## src/common/bridge_cfg_pkg.sv

```systemverilog
// package: register map, field layout, reset values and carrier types of the bridge window block
package bridge_cfg_pkg;

  // ****************************************************************
  // register indices and byte addresses
  // ****************************************************************
  localparam logic [7:0] IO_LOW_IDX = 8'h1c;
  localparam logic [7:0] IO_HIGH_IDX = 8'h1d;
  localparam logic [7:0] DS_STATUS_IDX = 8'h1e;
  localparam logic [7:0] MEM_LOW_IDX = 8'h20;
  localparam logic [7:0] MEM_HIGH_IDX = 8'h22;
  localparam logic [7:0] BRIDGE_CTRL_IDX = 8'h3e;
  localparam logic [7:0] IRQ_MASK_IDX = 8'h40;
  localparam int ADDR_W = 12;

  function automatic logic [ADDR_W-1:0] byte_addr(input logic [7:0] idx);
    byte_addr = {2'h0, idx, 2'h0};
  endfunction

  // ****************************************************************
  // field positions
  // ****************************************************************
  localparam int IO_CAP_BIT = 0;
  localparam int IO_ADDR_LSB = 4;
  localparam int MEM_ADDR_LSB = 4;
  localparam int MASTER_PARITY_BIT = 8;
  localparam int SYS_ERR_BIT = 14;
  localparam int POISON_BIT = 15;
  localparam int PARITY_EN_BIT = 0;
  localparam int SYS_ERR_EN_BIT = 1;
  localparam logic [15:0] STATUS_LIVE = 16'hc100;

  // ****************************************************************
  // reset values
  // ****************************************************************
  localparam logic IO_CAP_RST = 1'h1;
  localparam logic [3:0] IO_LOW_RST = 4'hf;
  localparam logic [3:0] IO_HIGH_RST = 4'h0;
  localparam logic [11:0] MEM_LOW_RST = 12'hfff;
  localparam logic [11:0] MEM_HIGH_RST = 12'h000;
  localparam logic [1:0] BRIDGE_CTRL_RST = 2'h0;
  localparam logic [15:0] IRQ_MASK_RST = 16'h0000;

  // ****************************************************************
  // carrier types
  // ****************************************************************
  typedef struct packed {
    logic valid;
    logic is_io;
    logic [31:0] addr;
  } fwd_req_type;

  typedef struct packed {
    logic valid;
    logic forward;
  } fwd_resp_type;

  typedef struct packed {
    logic poisoned_cpl_rx;
    logic poisoned_wr_tx;
    logic err_msg_rx;
    logic poisoned_tlp_rx;
  } ds_event_type;

  typedef struct packed {
    logic [3:0] io_low;
    logic [3:0] io_high;
    logic [11:0] mem_low;
    logic [11:0] mem_high;
  } window_type;

endpackage

```

## src/core/bridge_window_secondary_status.sv

```systemverilog
// top: bridge window registers, downstream side status flags and apb slave
//
// Implementation choice: the APB interface to the registers.
module bridge_window_secondary_status (
  // clock and reset
  input wire logic clk_sys,
  input wire logic rst,
  // apb slave
  input wire logic psel,
  input wire logic penable,
  input wire logic pwrite,
  input wire logic [bridge_cfg_pkg::ADDR_W-1:0] paddr,
  input wire logic [31:0] pwdata,
  input wire logic [3:0] pstrb,
  output logic [31:0] prdata,
  output logic pready,
  output logic pslverr,
  // lock release for the width capability bit
  input wire logic cap_write_unlock,
  // downstream side events, one-cycle pulses
  input wire bridge_cfg_pkg::ds_event_type ds_event,
  // forwarding request and decision
  input wire bridge_cfg_pkg::fwd_req_type fwd_req,
  output bridge_cfg_pkg::fwd_resp_type fwd_resp,
  // interrupt
  output logic irq
);
  import bridge_cfg_pkg::*;

  // ****************************************************************
  // register state
  // ****************************************************************
  logic io_width_capability_q;
  logic [3:0] io_low_q;
  logic [3:0] io_high_q;
  logic [11:0] mem_low_q;
  logic [11:0] mem_high_q;
  logic [1:0] bridge_control_q;
  logic [15:0] status_q;
  logic [15:0] status_d;
  logic [15:0] irq_mask_q;
  logic [31:0] prdata_q;
  logic pready_q;
  logic pslverr_q;
  logic irq_q;

  // ****************************************************************
  // apb decode
  // ****************************************************************
  // zero wait states: data and error are prepared in the setup cycle
  wire logic setup_ph = psel & ~penable;
  wire logic wr_acc = psel & penable & pready_q & pwrite & ~pslverr_q;
  wire logic sel_io_low = (paddr == byte_addr(IO_LOW_IDX));
  wire logic sel_io_high = (paddr == byte_addr(IO_HIGH_IDX));
  wire logic sel_status = (paddr == byte_addr(DS_STATUS_IDX));
  wire logic sel_mem_low = (paddr == byte_addr(MEM_LOW_IDX));
  wire logic sel_mem_high = (paddr == byte_addr(MEM_HIGH_IDX));
  wire logic sel_ctrl = (paddr == byte_addr(BRIDGE_CTRL_IDX));
  wire logic sel_mask = (paddr == byte_addr(IRQ_MASK_IDX));
  wire logic mapped = sel_io_low | sel_io_high | sel_status | sel_mem_low | sel_mem_high | sel_ctrl | sel_mask;
  wire logic lane0 = pstrb[0];
  wire logic lane1 = pstrb[1];

  // ****************************************************************
  // read views
  // ****************************************************************
  wire logic [7:0] io_low_view = {io_low_q, 3'h0, io_width_capability_q};
  wire logic [7:0] io_high_view = {io_high_q, 3'h0, io_width_capability_q};
  wire logic [15:0] mem_low_view = {mem_low_q, 4'h0};
  wire logic [15:0] mem_high_view = {mem_high_q, 4'h0};
  wire logic [15:0] status_view = status_q & STATUS_LIVE;
  wire logic [31:0] rd_mux =
    sel_io_low ? {24'h000000, io_low_view} :
    sel_io_high ? {24'h000000, io_high_view} :
    sel_status ? {16'h0000, status_view} :
    sel_mem_low ? {16'h0000, mem_low_view} :
    sel_mem_high ? {16'h0000, mem_high_view} :
    sel_ctrl ? {30'h00000000, bridge_control_q} :
    sel_mask ? {16'h0000, irq_mask_q} : 32'h00000000;

  // ****************************************************************
  // status flag set and clear
  // ****************************************************************
  wire logic parity_response_enable = bridge_control_q[PARITY_EN_BIT];
  wire logic system_error_enable = bridge_control_q[SYS_ERR_EN_BIT];
  wire logic set_master_parity = parity_response_enable &
                                 (ds_event.poisoned_cpl_rx | ds_event.poisoned_wr_tx);
  wire logic set_sys_err = system_error_enable & ds_event.err_msg_rx;
  wire logic set_poison = ds_event.poisoned_tlp_rx;
  wire logic [15:0] status_set = {set_poison, set_sys_err, 5'h00, set_master_parity, 8'h00};
  wire logic [15:0] wr_mask16 = {{8{lane1}}, {8{lane0}}};
  wire logic [15:0] status_clr = (wr_acc & sel_status) ? (pwdata[15:0] & wr_mask16 & STATUS_LIVE) : 16'h0000;

  // a clear never hides an event landing in the same cycle
  assign status_d = ((status_q & ~status_clr) | status_set) & STATUS_LIVE;

  // ****************************************************************
  // window and control registers
  // ****************************************************************
  // width bit is lockable: software may change it only while unlocked
  always_ff @(posedge clk_sys) begin
    if (rst) begin
      io_width_capability_q <= IO_CAP_RST;
      io_low_q <= IO_LOW_RST;
      io_high_q <= IO_HIGH_RST;
    end else if (wr_acc && lane0) begin
      if (sel_io_low && cap_write_unlock) begin
        io_width_capability_q <= pwdata[IO_CAP_BIT];
      end
      if (sel_io_low) begin
        io_low_q <= pwdata[IO_ADDR_LSB +: 4];
      end
      if (sel_io_high) begin
        io_high_q <= pwdata[IO_ADDR_LSB +: 4];
      end
    end
  end

  // memory bounds span two lanes; each lane written only when strobed
  always_ff @(posedge clk_sys) begin
    if (rst) begin
      mem_low_q <= MEM_LOW_RST;
      mem_high_q <= MEM_HIGH_RST;
    end else if (wr_acc) begin
      if (sel_mem_low && lane0) mem_low_q[3:0] <= pwdata[MEM_ADDR_LSB +: 4];
      if (sel_mem_low && lane1) mem_low_q[11:4] <= pwdata[15:8];
      if (sel_mem_high && lane0) mem_high_q[3:0] <= pwdata[MEM_ADDR_LSB +: 4];
      if (sel_mem_high && lane1) mem_high_q[11:4] <= pwdata[15:8];
    end
  end

  // bridge control enables and interrupt mask
  always_ff @(posedge clk_sys) begin
    if (rst) begin
      bridge_control_q <= BRIDGE_CTRL_RST;
      irq_mask_q <= IRQ_MASK_RST;
    end else if (wr_acc) begin
      if (sel_ctrl && lane0) bridge_control_q <= pwdata[1:0];
      if (sel_mask && lane0) irq_mask_q[7:0] <= pwdata[7:0];
      if (sel_mask && lane1) irq_mask_q[15:8] <= pwdata[15:8];
    end
  end

  // sticky flags
  always_ff @(posedge clk_sys) begin
    if (rst) begin
      status_q <= 16'h0000;
    end else begin
      status_q <= status_d;
    end
  end

  // ****************************************************************
  // apb answer and interrupt
  // ****************************************************************
  // ready rises for the access cycle only, so each transfer completes at once
  always_ff @(posedge clk_sys) begin
    if (rst) begin
      pready_q <= 1'h0;
      pslverr_q <= 1'h0;
      prdata_q <= 32'h00000000;
      irq_q <= 1'h0;
    end else begin
      pready_q <= setup_ph;
      pslverr_q <= setup_ph & ~mapped;
      if (setup_ph) prdata_q <= pwrite ? 32'h00000000 : rd_mux;
      irq_q <= |(status_d & irq_mask_q);
    end
  end

  assign prdata = prdata_q;
  assign pready = pready_q;
  assign pslverr = pslverr_q;
  assign irq = irq_q;

  // ****************************************************************
  // forwarding decision
  // ****************************************************************
  window_check u_window_check (
    .clk_sys(clk_sys),
    .rst(rst),
    .req(fwd_req),
    .win('{io_low: io_low_q, io_high: io_high_q, mem_low: mem_low_q, mem_high: mem_high_q}),
    .resp(fwd_resp)
  );
endmodule // bridge_window_secondary_status

```

## src/core/window_check.sv

```systemverilog
// forwarding decision: compares a request address against the i/o and memory windows
module window_check (
  // clock and reset
  input wire logic clk_sys,
  input wire logic rst,
  // request, bounds and decision
  input wire bridge_cfg_pkg::fwd_req_type req,
  input wire bridge_cfg_pkg::window_type win,
  output bridge_cfg_pkg::fwd_resp_type resp
);
  import bridge_cfg_pkg::*;

  // inclusive range test; base above limit gives no hit, so the window is empty
  function automatic logic in_range(input logic [11:0] val, input logic [11:0] lo, input logic [11:0] hi);
    in_range = (val >= lo) && (val <= hi) && (lo <= hi);
  endfunction

  // low address bits below the granule count as zero for base and ones for limit
  wire logic io_upper_zero = (req.addr[31:16] == 16'h0000);
  wire logic io_hit = io_upper_zero &&
                      in_range({8'h00, req.addr[15:12]}, {8'h00, win.io_low}, {8'h00, win.io_high});
  wire logic mem_hit = in_range(req.addr[31:20], win.mem_low, win.mem_high);
  wire logic hit_d = req.is_io ? io_hit : mem_hit;

  // decision registered so the top output comes from a flop
  always_ff @(posedge clk_sys) begin
    if (rst) begin
      resp <= '0;
    end else begin
      resp.valid <= req.valid;
      resp.forward <= req.valid & hit_d;
    end
  end
endmodule // window_check

```

## config.mk

```make
export PLATFORM = sky130hd
export DESIGN_NAME = bridge_window_secondary_status
export DESIGN_NICKNAME = d
export VERILOG_FILES = /design/src/common/bridge_cfg_pkg.sv /design/src/core/bridge_window_secondary_status.sv /design/src/core/window_check.sv
export SDC_FILE = /design/constraint.sdc
export NUM_CORES = 1
export LEC_CHECK = 0
export BUFFER_PORTS_ARGS = -buffer_cell sky130_fd_sc_hd__buf_2
export CORE_MARGIN = 5
export CORE_UTILIZATION = 57
export CTS_CLUSTER_DIAMETER = 80
export DETAILED_ROUTE_END_ITERATION = 10
export PLACE_DENSITY = 0.84
export SYNTH_ARGS = -nofsm -noshare
export SYNTH_HDL_FRONTEND = slang
export SYNTH_SLANG_ARGS = --single-unit
```

## constraint.sdc

```tcl
create_clock -name clk_sys -period 6.2 [get_ports clk_sys]
set_clock_uncertainty 0.15 [all_clocks]
set_input_delay 1.24 -clock clk_sys [delete_from_list [all_inputs] [get_ports clk_sys]]
set_output_delay 1.24 -clock clk_sys [all_outputs]
set_load 0.03 [all_outputs]
```

==> results of run 1 <==
## worst paths after layout
check | slack, ns | cells past startpoint | from | to
setup / recovery | 2.70 | 7 | paddr[11] | prdata[14]
hold / removal | 0.30 | 2 | prdata[2] | prdata[2]
setup reg to reg | 4.04 | 6 | pready | io_width_capability_q
hold reg to reg | 0.30 | 2 | prdata[2] | prdata[2]
## layer usage
layer	vias to the layer above	wire, um
met5	-	0
met4	0	354
met3	35	806
met2	196	6470
met1	2102	4990
li1	2144	-
## layout by cell type (no fill, tap or decap), types with 3 or more instances in the layout
master	synthesis	routed
a211o_1	16	16
a211o_2	3	3
a211oi_1	4	4
a21o_1	6	6
a21oi_1	56	56
a222oi_1	7	7
a22oi_1	4	4
a2bb2oi_1	7	7
and2_1	3	3
and3_1	3	3
buf_2	6	82
buf_4	19	4
clkbuf_8	0	9
conb_1	1	16
dfxtp_1	75	75
ha_1	48	48
inv_1	32	32
mux2i_1	8	8
nand2_1	57	57
nand2b_1	5	5
nand3_1	39	39
nand4_1	12	12
nand4b_1	3	3
nor2_1	48	48
nor2b_1	6	6
nor3_1	5	5
nor3b_2	1	3
nor4_1	5	5
o2111ai_1	3	3
o21a_1	8	8
o21ai_0	14	14
o22ai_1	6	6
## tightest hold or removal path: stages (launching register included)
cell and delay [ns]:
dfxtp_1 0.31, nand2_1 0.05, a21oi_1 0.05
## layout make-up
cell class	instances	area (sq um)
flip-flops and latches	75	1500
multi-input cells	425	2790
clock buffers	9	124
well taps	102	128
fillers	656	2650
repair buffers	86	440
inverters	32	120
clock inverters	7	61.3
## Yosys cell counts, drive strengths merged, types with 8 or more instances
cell    number
a211o       19
a21oi       56
buf         31
clkbuf      12
dfxtp       75
ha          48
inv         32
mux2i        8
nand2       58
nand3       39
nand4       12
nor2        49
o21a         8
o21ai       14
## per-stage QoR
stage                     setup WS, ns  instance area (sq um)  util, %
final                             2.70                   5160     66.1
after global routing              2.55                   5160     66.1
after CTS                         2.78                   5160     66.1
after detailed placement          2.42                   4980     63.7
after global placement            2.46                   4980     63.7
after floorplan                   3.08                   4680        -
## power groups by stage
stage / Combinational (mW) / Sequential (mW) / Clock (mW)
6_report: 0.0954 / 0.483 / 0.357
5_1_grt: 0.105 / 0.483 / 0.382
4_1_cts: 0.0938 / 0.483 / 0.362
3_5_place_dp: 0.0938 / 0.495 / 0
3_3_place_gp: 0.0899 / 0.494 / 0
2_1_floorplan: 0.0596 / 0.496 / 0
## flip-flops by register name, indices dropped and copies added (netlist names), 2 cells and up
name,flops
bridge_control_q,2
mem_low_q,12
io_high_q,4
io_low_q,4
prdata,16
u_window_check.resp,2
status_q,3
irq_mask_q,16
mem_high_q,12
## cells by family (layout without fill, tap and decap cells)
kind of cell	after synthesis	in the layout	share of synthesized area [%]
AND/OR/NAND/NOR	204	204	22.2
AO/OA/AOI/OAI	148	148	21.6
buffers and inverters	76	134	8.76
flip-flops	75	75	32.4
adder cells (fa/ha/maj)	48	48	13.0
multiplexers	8	8	1.73
other	1	16	0.0810
XOR/XNOR	1	1	0.189
==> metrics.csv, run 1 <==
metric;value;unit
Final nets;769;
Rel. slew slack;46.1;%
core area;7810;sq um
hpwl dp;9.78;mm
crit-path max FO;19;
synthesized flop and latch total;75;
first-pass GRT wire length;20.4;mm
Seq/Total Area, Yosys;32.4;%
1st-iter DRT viols;387;
Pins Over Slew Limit;0;
Internal Power;667;uW
Worst Hold Class;flop to flop;
Crit path max-delay family;simple AND/OR/NAND/NOR gates;
Sw Share;28.7;%
Setup TNS Final;0;ns
Fmax achieved;285;MHz
Max Cap Viol;0;
Logic pwr share;10.2;%
critical path class;input pin to flop;
clock network fraction of total power;38.1;%
grt total ovfl;0;
total global routing track utilization;25.2;%
Slowest Stage Delay on Critical Path;0.66;ns
Fin Hold WS;0.300;ns
# placed instances;720;
clk root buf;clkbuf_8;
CP Launch Type;input pin;
hold_buf cts;0;
met1 Track Usage GR;29.5;%
P_sw;268;uW
Top FF cell, synth;dfxtp_1;
Synth top area share;32.4;%
layout cells sized above 1;18.5;%
Die W;100;um
CP Cell Sequence;buf_2, nor4_1, nand2_1, nor2_2, a222oi_1, or3_1, a21oi_1;
CP required;6.34;ns
RSZ-0062 raised after global routing;no;
cell row count;32;
CP Buf/Inv Count;1;
busiest grt layer;met2;
area leader, netlist;dfxtp_1;
PortBufs;82;
antenna-violating nets left;0;
drt first pass iters;6;
Final Wtd Congestion;0.884;
PD cells;181;nW/um^2
Clock Sinks;75;
CP Capture Type;flop;
fraction of registers with async set/reset;0;%
post-DR wirelength/cell;17.1;um
Die Footprint;10000;sq um
EDFF count, synth;0;
Worst VDD drop;138;uV
Tcrit/Tclk final;56.5;%
final WL;12.6;mm
minimum clock period after layout;3.50;ns
Final Hold Viols;0;
Worst path slowest cell;nor2_2;
power share of the sequential group;51.7;%
Slew @ Worst Pin;0.809;ns
# DRC;0;
Clock H-tree levels;3;
routing usage on met3;4.45;%
Area Overhead vs Synth;11.5;%
vias in the first global route;4377;
Synth Cell Area;4630;sq um
Leak;2.17;nW
post-CTS setup buffers;0;
Die Ht;100;um
Post-CTS Resized;0;
initial antenna violation count;0;
# setup viols final;0;
maximum clock insertion buffer count;2;
yosys warns;0;
total number of vias;4477;
CTS clock-pin slew for the worst setup and hold paths;0.09;ns
Cells after Synth;561;
diode count;0;
Via density;6.08;
status;complete, no violations;
Worst Path Arrival;3.65;ns
Mapped Avg Cell Area;8.25;sq um
Finished Layout Cells;736;
Pwr Total;935;uW
pin count of the biggest net entering global routing;73;
clk_lat worst skew;0.36;ns
Yosys cell types;64;
Initial Utilization;59.3;%
CTS tree;built;
met2 Use GR;45.4;%
Synth area leaders;dfxtp_1 32%, ha_1 13%, a21oi_1 6.1%, nand2_1 4.6%, nand3_1 4.2%;
Ports;129;
CTS Buf Count;9;
Note: power is estimated with default switching activity, not from simulation.
==> run 2: changes to the inputs <==
--- a/config.mk
+++ b/config.mk
@@ -7,10 +7,10 @@
 export LEC_CHECK = 0
 export BUFFER_PORTS_ARGS = -buffer_cell sky130_fd_sc_hd__buf_2
 export CORE_MARGIN = 5
-export CORE_UTILIZATION = 57
+export CORE_UTILIZATION = 48
 export CTS_CLUSTER_DIAMETER = 80
 export DETAILED_ROUTE_END_ITERATION = 10
-export PLACE_DENSITY = 0.84
+export PLACE_DENSITY = 0.75
 export SYNTH_ARGS = -nofsm -noshare
 export SYNTH_HDL_FRONTEND = slang
 export SYNTH_SLANG_ARGS = --single-unit
==> constraint.sdc (replaced) <==
create_clock -name clk_sys -period 3 [get_ports clk_sys]
set_clock_uncertainty 0.15 [all_clocks]
set_input_delay 0.6 -clock clk_sys [delete_from_list [all_inputs] [get_ports clk_sys]]
set_output_delay 0.6 -clock clk_sys [all_outputs]
set_load 0.03 [all_outputs]
==> run 2 against run 1 <==
Compared with the run above: setup slack got worse by 2.2 ns; clock power rose by 140%; cell count rose by 5.0%; sequential power rose by 110%; die area rose by 17%; combinational power rose by 110%; non-clock buffer count rose by 10; global-route usage fell by 3.1 points; count of clock-buffer cells in the layout did not move; flip-flop and latch count did not move; wire length rose by 3.2%; register-to-register slack got worse by 3.1 ns; critical endpoint is now irq_mask_q[3]; highest routed layer unchanged.
==> metrics.csv, run 2 (synthesized netlist as in run 1, its figures left out) <==
metric;value;unit;change
post-CTS setup buffers;0;;unchanged
clk_lat worst skew;0.36;ns;about the same
Register Area;1500;sq um;unchanged
minimum clock period after layout;2.51;ns;
CP required;3.07;ns;-3.27 ns
CTS Buf Count;9;;unchanged
post-DR wirelength/cell;16.8;um;-1.7%
antenna-violating nets left;0;;unchanged
Fin Hold WS;0.309;ns;+0.00909 ns
most frequent CP cell;nand2_1;;
Worst Path Arrival;2.58;ns;-1.07 ns
Final Hold Viols;0;;unchanged
Worst path slowest cell;nor3b_2;;
Clock Sinks;75;;unchanged
# DRC;0;;unchanged
Max Cap Viol;0;;unchanged
status;complete, no violations;;
Final Util;56.8;%;-9.3 points
Sw Share;28.2;%;-0.53 points
core area;9330;sq um;+19%
CP Launch Type;input pin;;
Die Ht;108;um;+8.1%
Final WS setup;0.490;ns;-2.21 ns
PD cells;387;nW/um^2;+110%
Tcrit/Tclk final;83.7;%;
WHS Path Cells;2;;unchanged
Via density;5.69;;-6.4%
Slew @ Worst Pin;0.633;ns;-0.176 ns
Ports;129;;unchanged
total global routing track utilization;22.1;%;-3.1 points
clock network fraction of total power;41.5;%;+3.4 points
reg2reg path depth;8;;+2
1st-iter DRT viols;339;;-12%
clk root buf;clkbuf_8;;
Setup TNS Final;0;ns;unchanged
Setup WS pre-CTS;0.199;ns;-2.22 ns
diode count;0;;unchanged
CTS tree;built;;
total number of vias;4400;;-1.7%
P_sw;578;uW;+120%
Clock H-tree levels;3;;unchanged
initial antenna violation count;0;;unchanged
# setup viols final;0;;unchanged
Rel. slew slack;57.8;%;+12 points
Final Wtd Congestion;0.970;;+9.8%
Worst VDD drop;342;uV;+150%
CTS clock-pin slew for the worst setup and hold paths;0.09;ns;about the same
CP Cell Sequence;buf_2, nor4_1, nand3_1, nor3b_2, buf_4, nand2_1, nand2_1, a21oi_1;;
hpwl dp;10.2;mm;+3.8%
vias in the first global route;4285;;-2.1%
area of the multi-input gates;2790;sq um;unchanged
grt total ovfl;0;;unchanged
Area Overhead vs Synth;14.5;%;
Worst Hold Class;flop to flop;;
drt first pass iters;5;;-1
power share of the sequential group;48.7;%;-3.0 points
most frequent cells in the layout;82 x buf_2, 75 x dfxtp_1, 57 x nand2_1;;
final WL;13.0;mm;+3.2%
Final nets;779;;+1.3%
PortBufs;82;;unchanged
maximum clock insertion buffer count;2;;unchanged
Pins Over Slew Limit;0;;unchanged
cell row count;35;;+9.4%
Die W;108;um;+8.1%
worst reg2reg path startpoint;mem_low_q[6];;
critical path startpoint;paddr[2];;
Die Footprint;11700;sq um;+17%
RSZ-0062 raised after global routing;no;;
Internal Power;1.47;mW;+120%
Leak;2.24;nW;+3.2%
pin count of the biggest net entering global routing;61;;-16%
Slowest Stage Delay on Critical Path;0.45;ns;-0.21 ns
CP Capture Type;flop;;
first-pass GRT wire length;20.6;mm;+0.98%
hold_buf cts;0;;unchanged
most common cell after layout, fill and taps aside;buf_2;;
hold_sp;irq_mask_q[0];;
# fillers;849;;+29%
critical path class;input pin to flop;;
Post-CTS Resized;0;;unchanged
layout cells sized above 1;19.7;%;+1.3 points
Logic pwr share;9.8;%;-0.4 points
crit-path max FO;15;;-4
Initial Utilization;49.6;%;-9.7 points
Fmax achieved;398;MHz;
[run 2: changes by cell type in the layout (fill, tap and decap cells not counted), sizes merged]
cell / delta
buf: +10
clkinv: -2
bufinv: +1
inv: +2
clkinvlp: -1
[run 2: layout make-up]
type	count	share of cell area, %
multi-input combinational	425	52.6
sequential	75	28.3
clock buffer	9	2.34
tap	129	3.05
inverter	32	2.27
clock inverter	7	1.70
timing repair buffer	96	9.73
[run 2: routing by layer]
layer  vias to the layer above  routed length [um]  GRT usage, %  share of wire, %
met5                         -                   0             0                 0
met4                         0                 233          6.49               1.8
met3                        24                 745          4.78               5.7
met2                       149                6380          37.7                49
met1                      2059                5670          27.9                44
li1                       2168                   -             -                 -
[run 2: worst max-delay path, delay by kind of cell]
kind,cells,cell delay (ns)
simple gates,5,1.41
buf+inv,2,0.50
compound gates,1,0.07
[run 2: final timing paths]
check,end,slack [ns]
min reg2reg,irq_mask_q[0],0.31
max,irq_mask_q[3],0.49
min,irq_mask_q[0],0.31
max reg2reg,u_window_check.resp[0],0.90
[run 2: power groups by stage]
stage          clock network (mW)  registers, mW  logic [mW]
2_1_floorplan                   0           1.03       0.123
3_3_place_gp                    0           1.02       0.192
3_5_place_dp                    0           1.02       0.198
4_1_cts                     0.866          0.999       0.199
5_1_grt                     0.917          0.999       0.219
6_report                    0.853          0.999       0.201
[run 2: per-stage QoR]
stage	instance area, sq um	total power [mW]	instances
after floorplan	4680	1.15	576
after global placement	5080	1.21	757
after detailed placement	5080	1.22	757
after CTS	5300	2.06	773
after global routing	5300	2.14	773
final	5300	2.05	773
==> run 3: changes to the inputs <==
==> constraint.sdc (replaced) <==
create_clock -name clk_sys -period 2 [get_ports clk_sys]
set_clock_uncertainty 0.15 [all_clocks]
set_input_delay 0.4 -clock clk_sys [delete_from_list [all_inputs] [get_ports clk_sys]]
set_output_delay 0.4 -clock clk_sys [all_outputs]
set_load 0.03 [all_outputs]
==> run 3 against run 2 <==
Compared with the run above: cell count up 6.1%; sequential share of layout area shrank 2.2 points; critical path type unchanged; die area is the same; first-iteration DRC count is 8.0% higher; largest cell class unchanged; non-clock buffer count is 47 higher; clock power increased by 47%; global-route usage is 1.2 points higher; flip-flop and latch count unchanged; total power up 51%; highest routed layer unchanged.
==> metrics.csv, run 3 (synthesized netlist as in run 1, its figures left out) <==
metric;value;unit;change
status;complete, no violations;;
pin count of the biggest net entering global routing;25;;-59%
CP Buf/Inv Count;2;;unchanged
clk_lat worst skew;0.35;ns;about the same
Worst VDD drop;314;uV;-8.2%
grt total ovfl;0;;unchanged
minimum clock period after layout;1.97;ns;
Via density;5.71;;+0.35%
Setup TNS Final;0;ns;unchanged
Area Overhead vs Synth;24.7;%;
PortBufs;82;;unchanged
Clock Sinks;75;;unchanged
# DRC;0;;unchanged
first-pass GRT wire length;21.6;mm;+5.1%
WL met1;5.85;mm;+3.3%
post-DR wirelength/cell;16.9;um;+0.23%
Crit path max-delay family;simple AND/OR/NAND/NOR gates;;
hpwl dp;10.9;mm;+7.6%
Worst Hold Class;input pin to flop;;
diode count;0;;unchanged
Slowest Stage Delay on Critical Path;0.64;ns;+0.19 ns
Final Wtd Congestion;0.997;;+2.8%
total global routing track utilization;23.3;%;+1.2 points
WHS Path Cells;2;;unchanged
Final Hold Viols;0;;unchanged
most frequent cells in the layout;82 x buf_2, 72 x dfxtp_1, 60 x buf_4;;
critical path class;input pin to flop;;
Tcrit/Tclk final;98.3;%;
CP Capture Type;flop;;
final WL;13.8;mm;+6.3%
RSZ-0062 raised after global routing;yes;;
Die W;108;um;unchanged
Final WS setup;0.0333;ns;-0.457 ns
CP Cell Sequence;buf_2, or4_4, buf_12, nor3_4, and2_4, nor2_1, a211o_2;;
CTS Buf Count;9;;unchanged
1st-iter DRT viols;366;;+8.0%
# fillers;821;;-3.3%
top routing layer in use;met4;;
Die Ht;108;um;unchanged
Max Cap Viol;0;;unchanged
Leak;2.51;nW;+12%
core area;9330;sq um;unchanged
Worst Path Arrival;2.06;ns;-0.52 ns
CTS tree;built;;
Ports;129;;unchanged
vias in the first global route;4578;;+6.8%
antenna-violating nets left;0;;unchanged
# setup viols final;0;;unchanged
Final nets;826;;+6.0%
maximum clock insertion buffer count;2;;unchanged
initial antenna violation count;0;;unchanged
routed wl met3;878;um;+18%
Initial Utilization;49.6;%;unchanged
PD cells;536;nW/um^2;+38%
Met2 Routed Length;6.91;mm;+8.4%
CTS clock-pin slew for the worst setup and hold paths;0.08;ns;about the same
Clock H-tree levels;3;;unchanged
CP Depth;7;;-1
CP Launch Type;input pin;;
clk root buf;clkbuf_8;;
Setup WS pre-CTS;-0.352;ns;-0.551 ns
cell row count;35;;unchanged
crit-path max FO;12;;-3
CP required;2.09;ns;-0.98 ns
layout cells sized above 1;27.6;%;+7.9 points
Fmax achieved;508;MHz;
Pins Over Slew Limit;0;;unchanged
drt first pass iters;6;;+1
post-CTS setup buffers;0;;unchanged
total number of vias;4684;;+6.5%
reg2reg path depth;6;;-2
Worst path slowest cell;or4_4;;
most common cell after layout, fill and taps aside;buf_2;;
Die Footprint;11700;sq um;unchanged
## run 3: changes by cell type in the layout (fill, tap and decap cells not counted), sizes merged
cell	delta
buf	+47
inv	-2
clkinv	+1
clkinvlp	+1
## run 3: layout make-up
type | instances | area [sq um] | share of cell area, %
multi-input cells | 425 | 2890 | 50.2
repair buffers | 143 | 881 | 15.3
flip-flops and latches | 75 | 1510 | 26.1
clock inverters | 7 | 83.8 | 1.45
inverters | 32 | 120 | 2.08
clock buffers | 9 | 124 | 2.15
well taps | 129 | 161 | 2.80
## run 3: per-layer routing
layer  track usage (%)  up-vias
met1              29.3     2216
met2              39.3      186
met4              8.48        0
met5                 0        -
met3              4.96       22
li1                  -     2260
## run 3: stage by stage
step	total power [mW]	area (sq um)	instances	util, %	hold slack (ns)
2_1_floorplan	1.72	4720	576	-	0.286
3_3_place_gp	1.86	5470	804	58.6	0.288
3_5_place_dp	1.86	5470	804	58.6	0.298
4_1_cts	3.09	5680	820	60.9	0.129
5_1_grt	3.22	5770	820	61.9	0.127
6_report	3.09	5770	820	61.9	0.140
## run 3: power by group
| part | internal (mW) | switching [mW] |
|---|---|---|
| Sequential | 1.50 | 0.00281 |
| Clock | 0.598 | 0.648 |
| Combinational | 0.132 | 0.213 |
| Total | 2.23 | 0.864 |
## run 3: what timing repair did
| item | 4_1_cts | 5_1_grt |
|---|---|---|
| gates resized for setup | 0 | 19 |
| hold buffers | 0 | 0 |
| setup endpoints to repair | 0 | 38 |
## run 3: path summary, 6_finish.rpt
path                  startpoint        endpoint  slack, ns
setup / recovery        paddr[8]    mem_low_q[7]       0.03
hold / removal         pwdata[9]    mem_low_q[5]       0.14
setup reg to reg          pready             irq       0.08
hold reg to reg   irq_mask_q[12]  irq_mask_q[12]       0.31
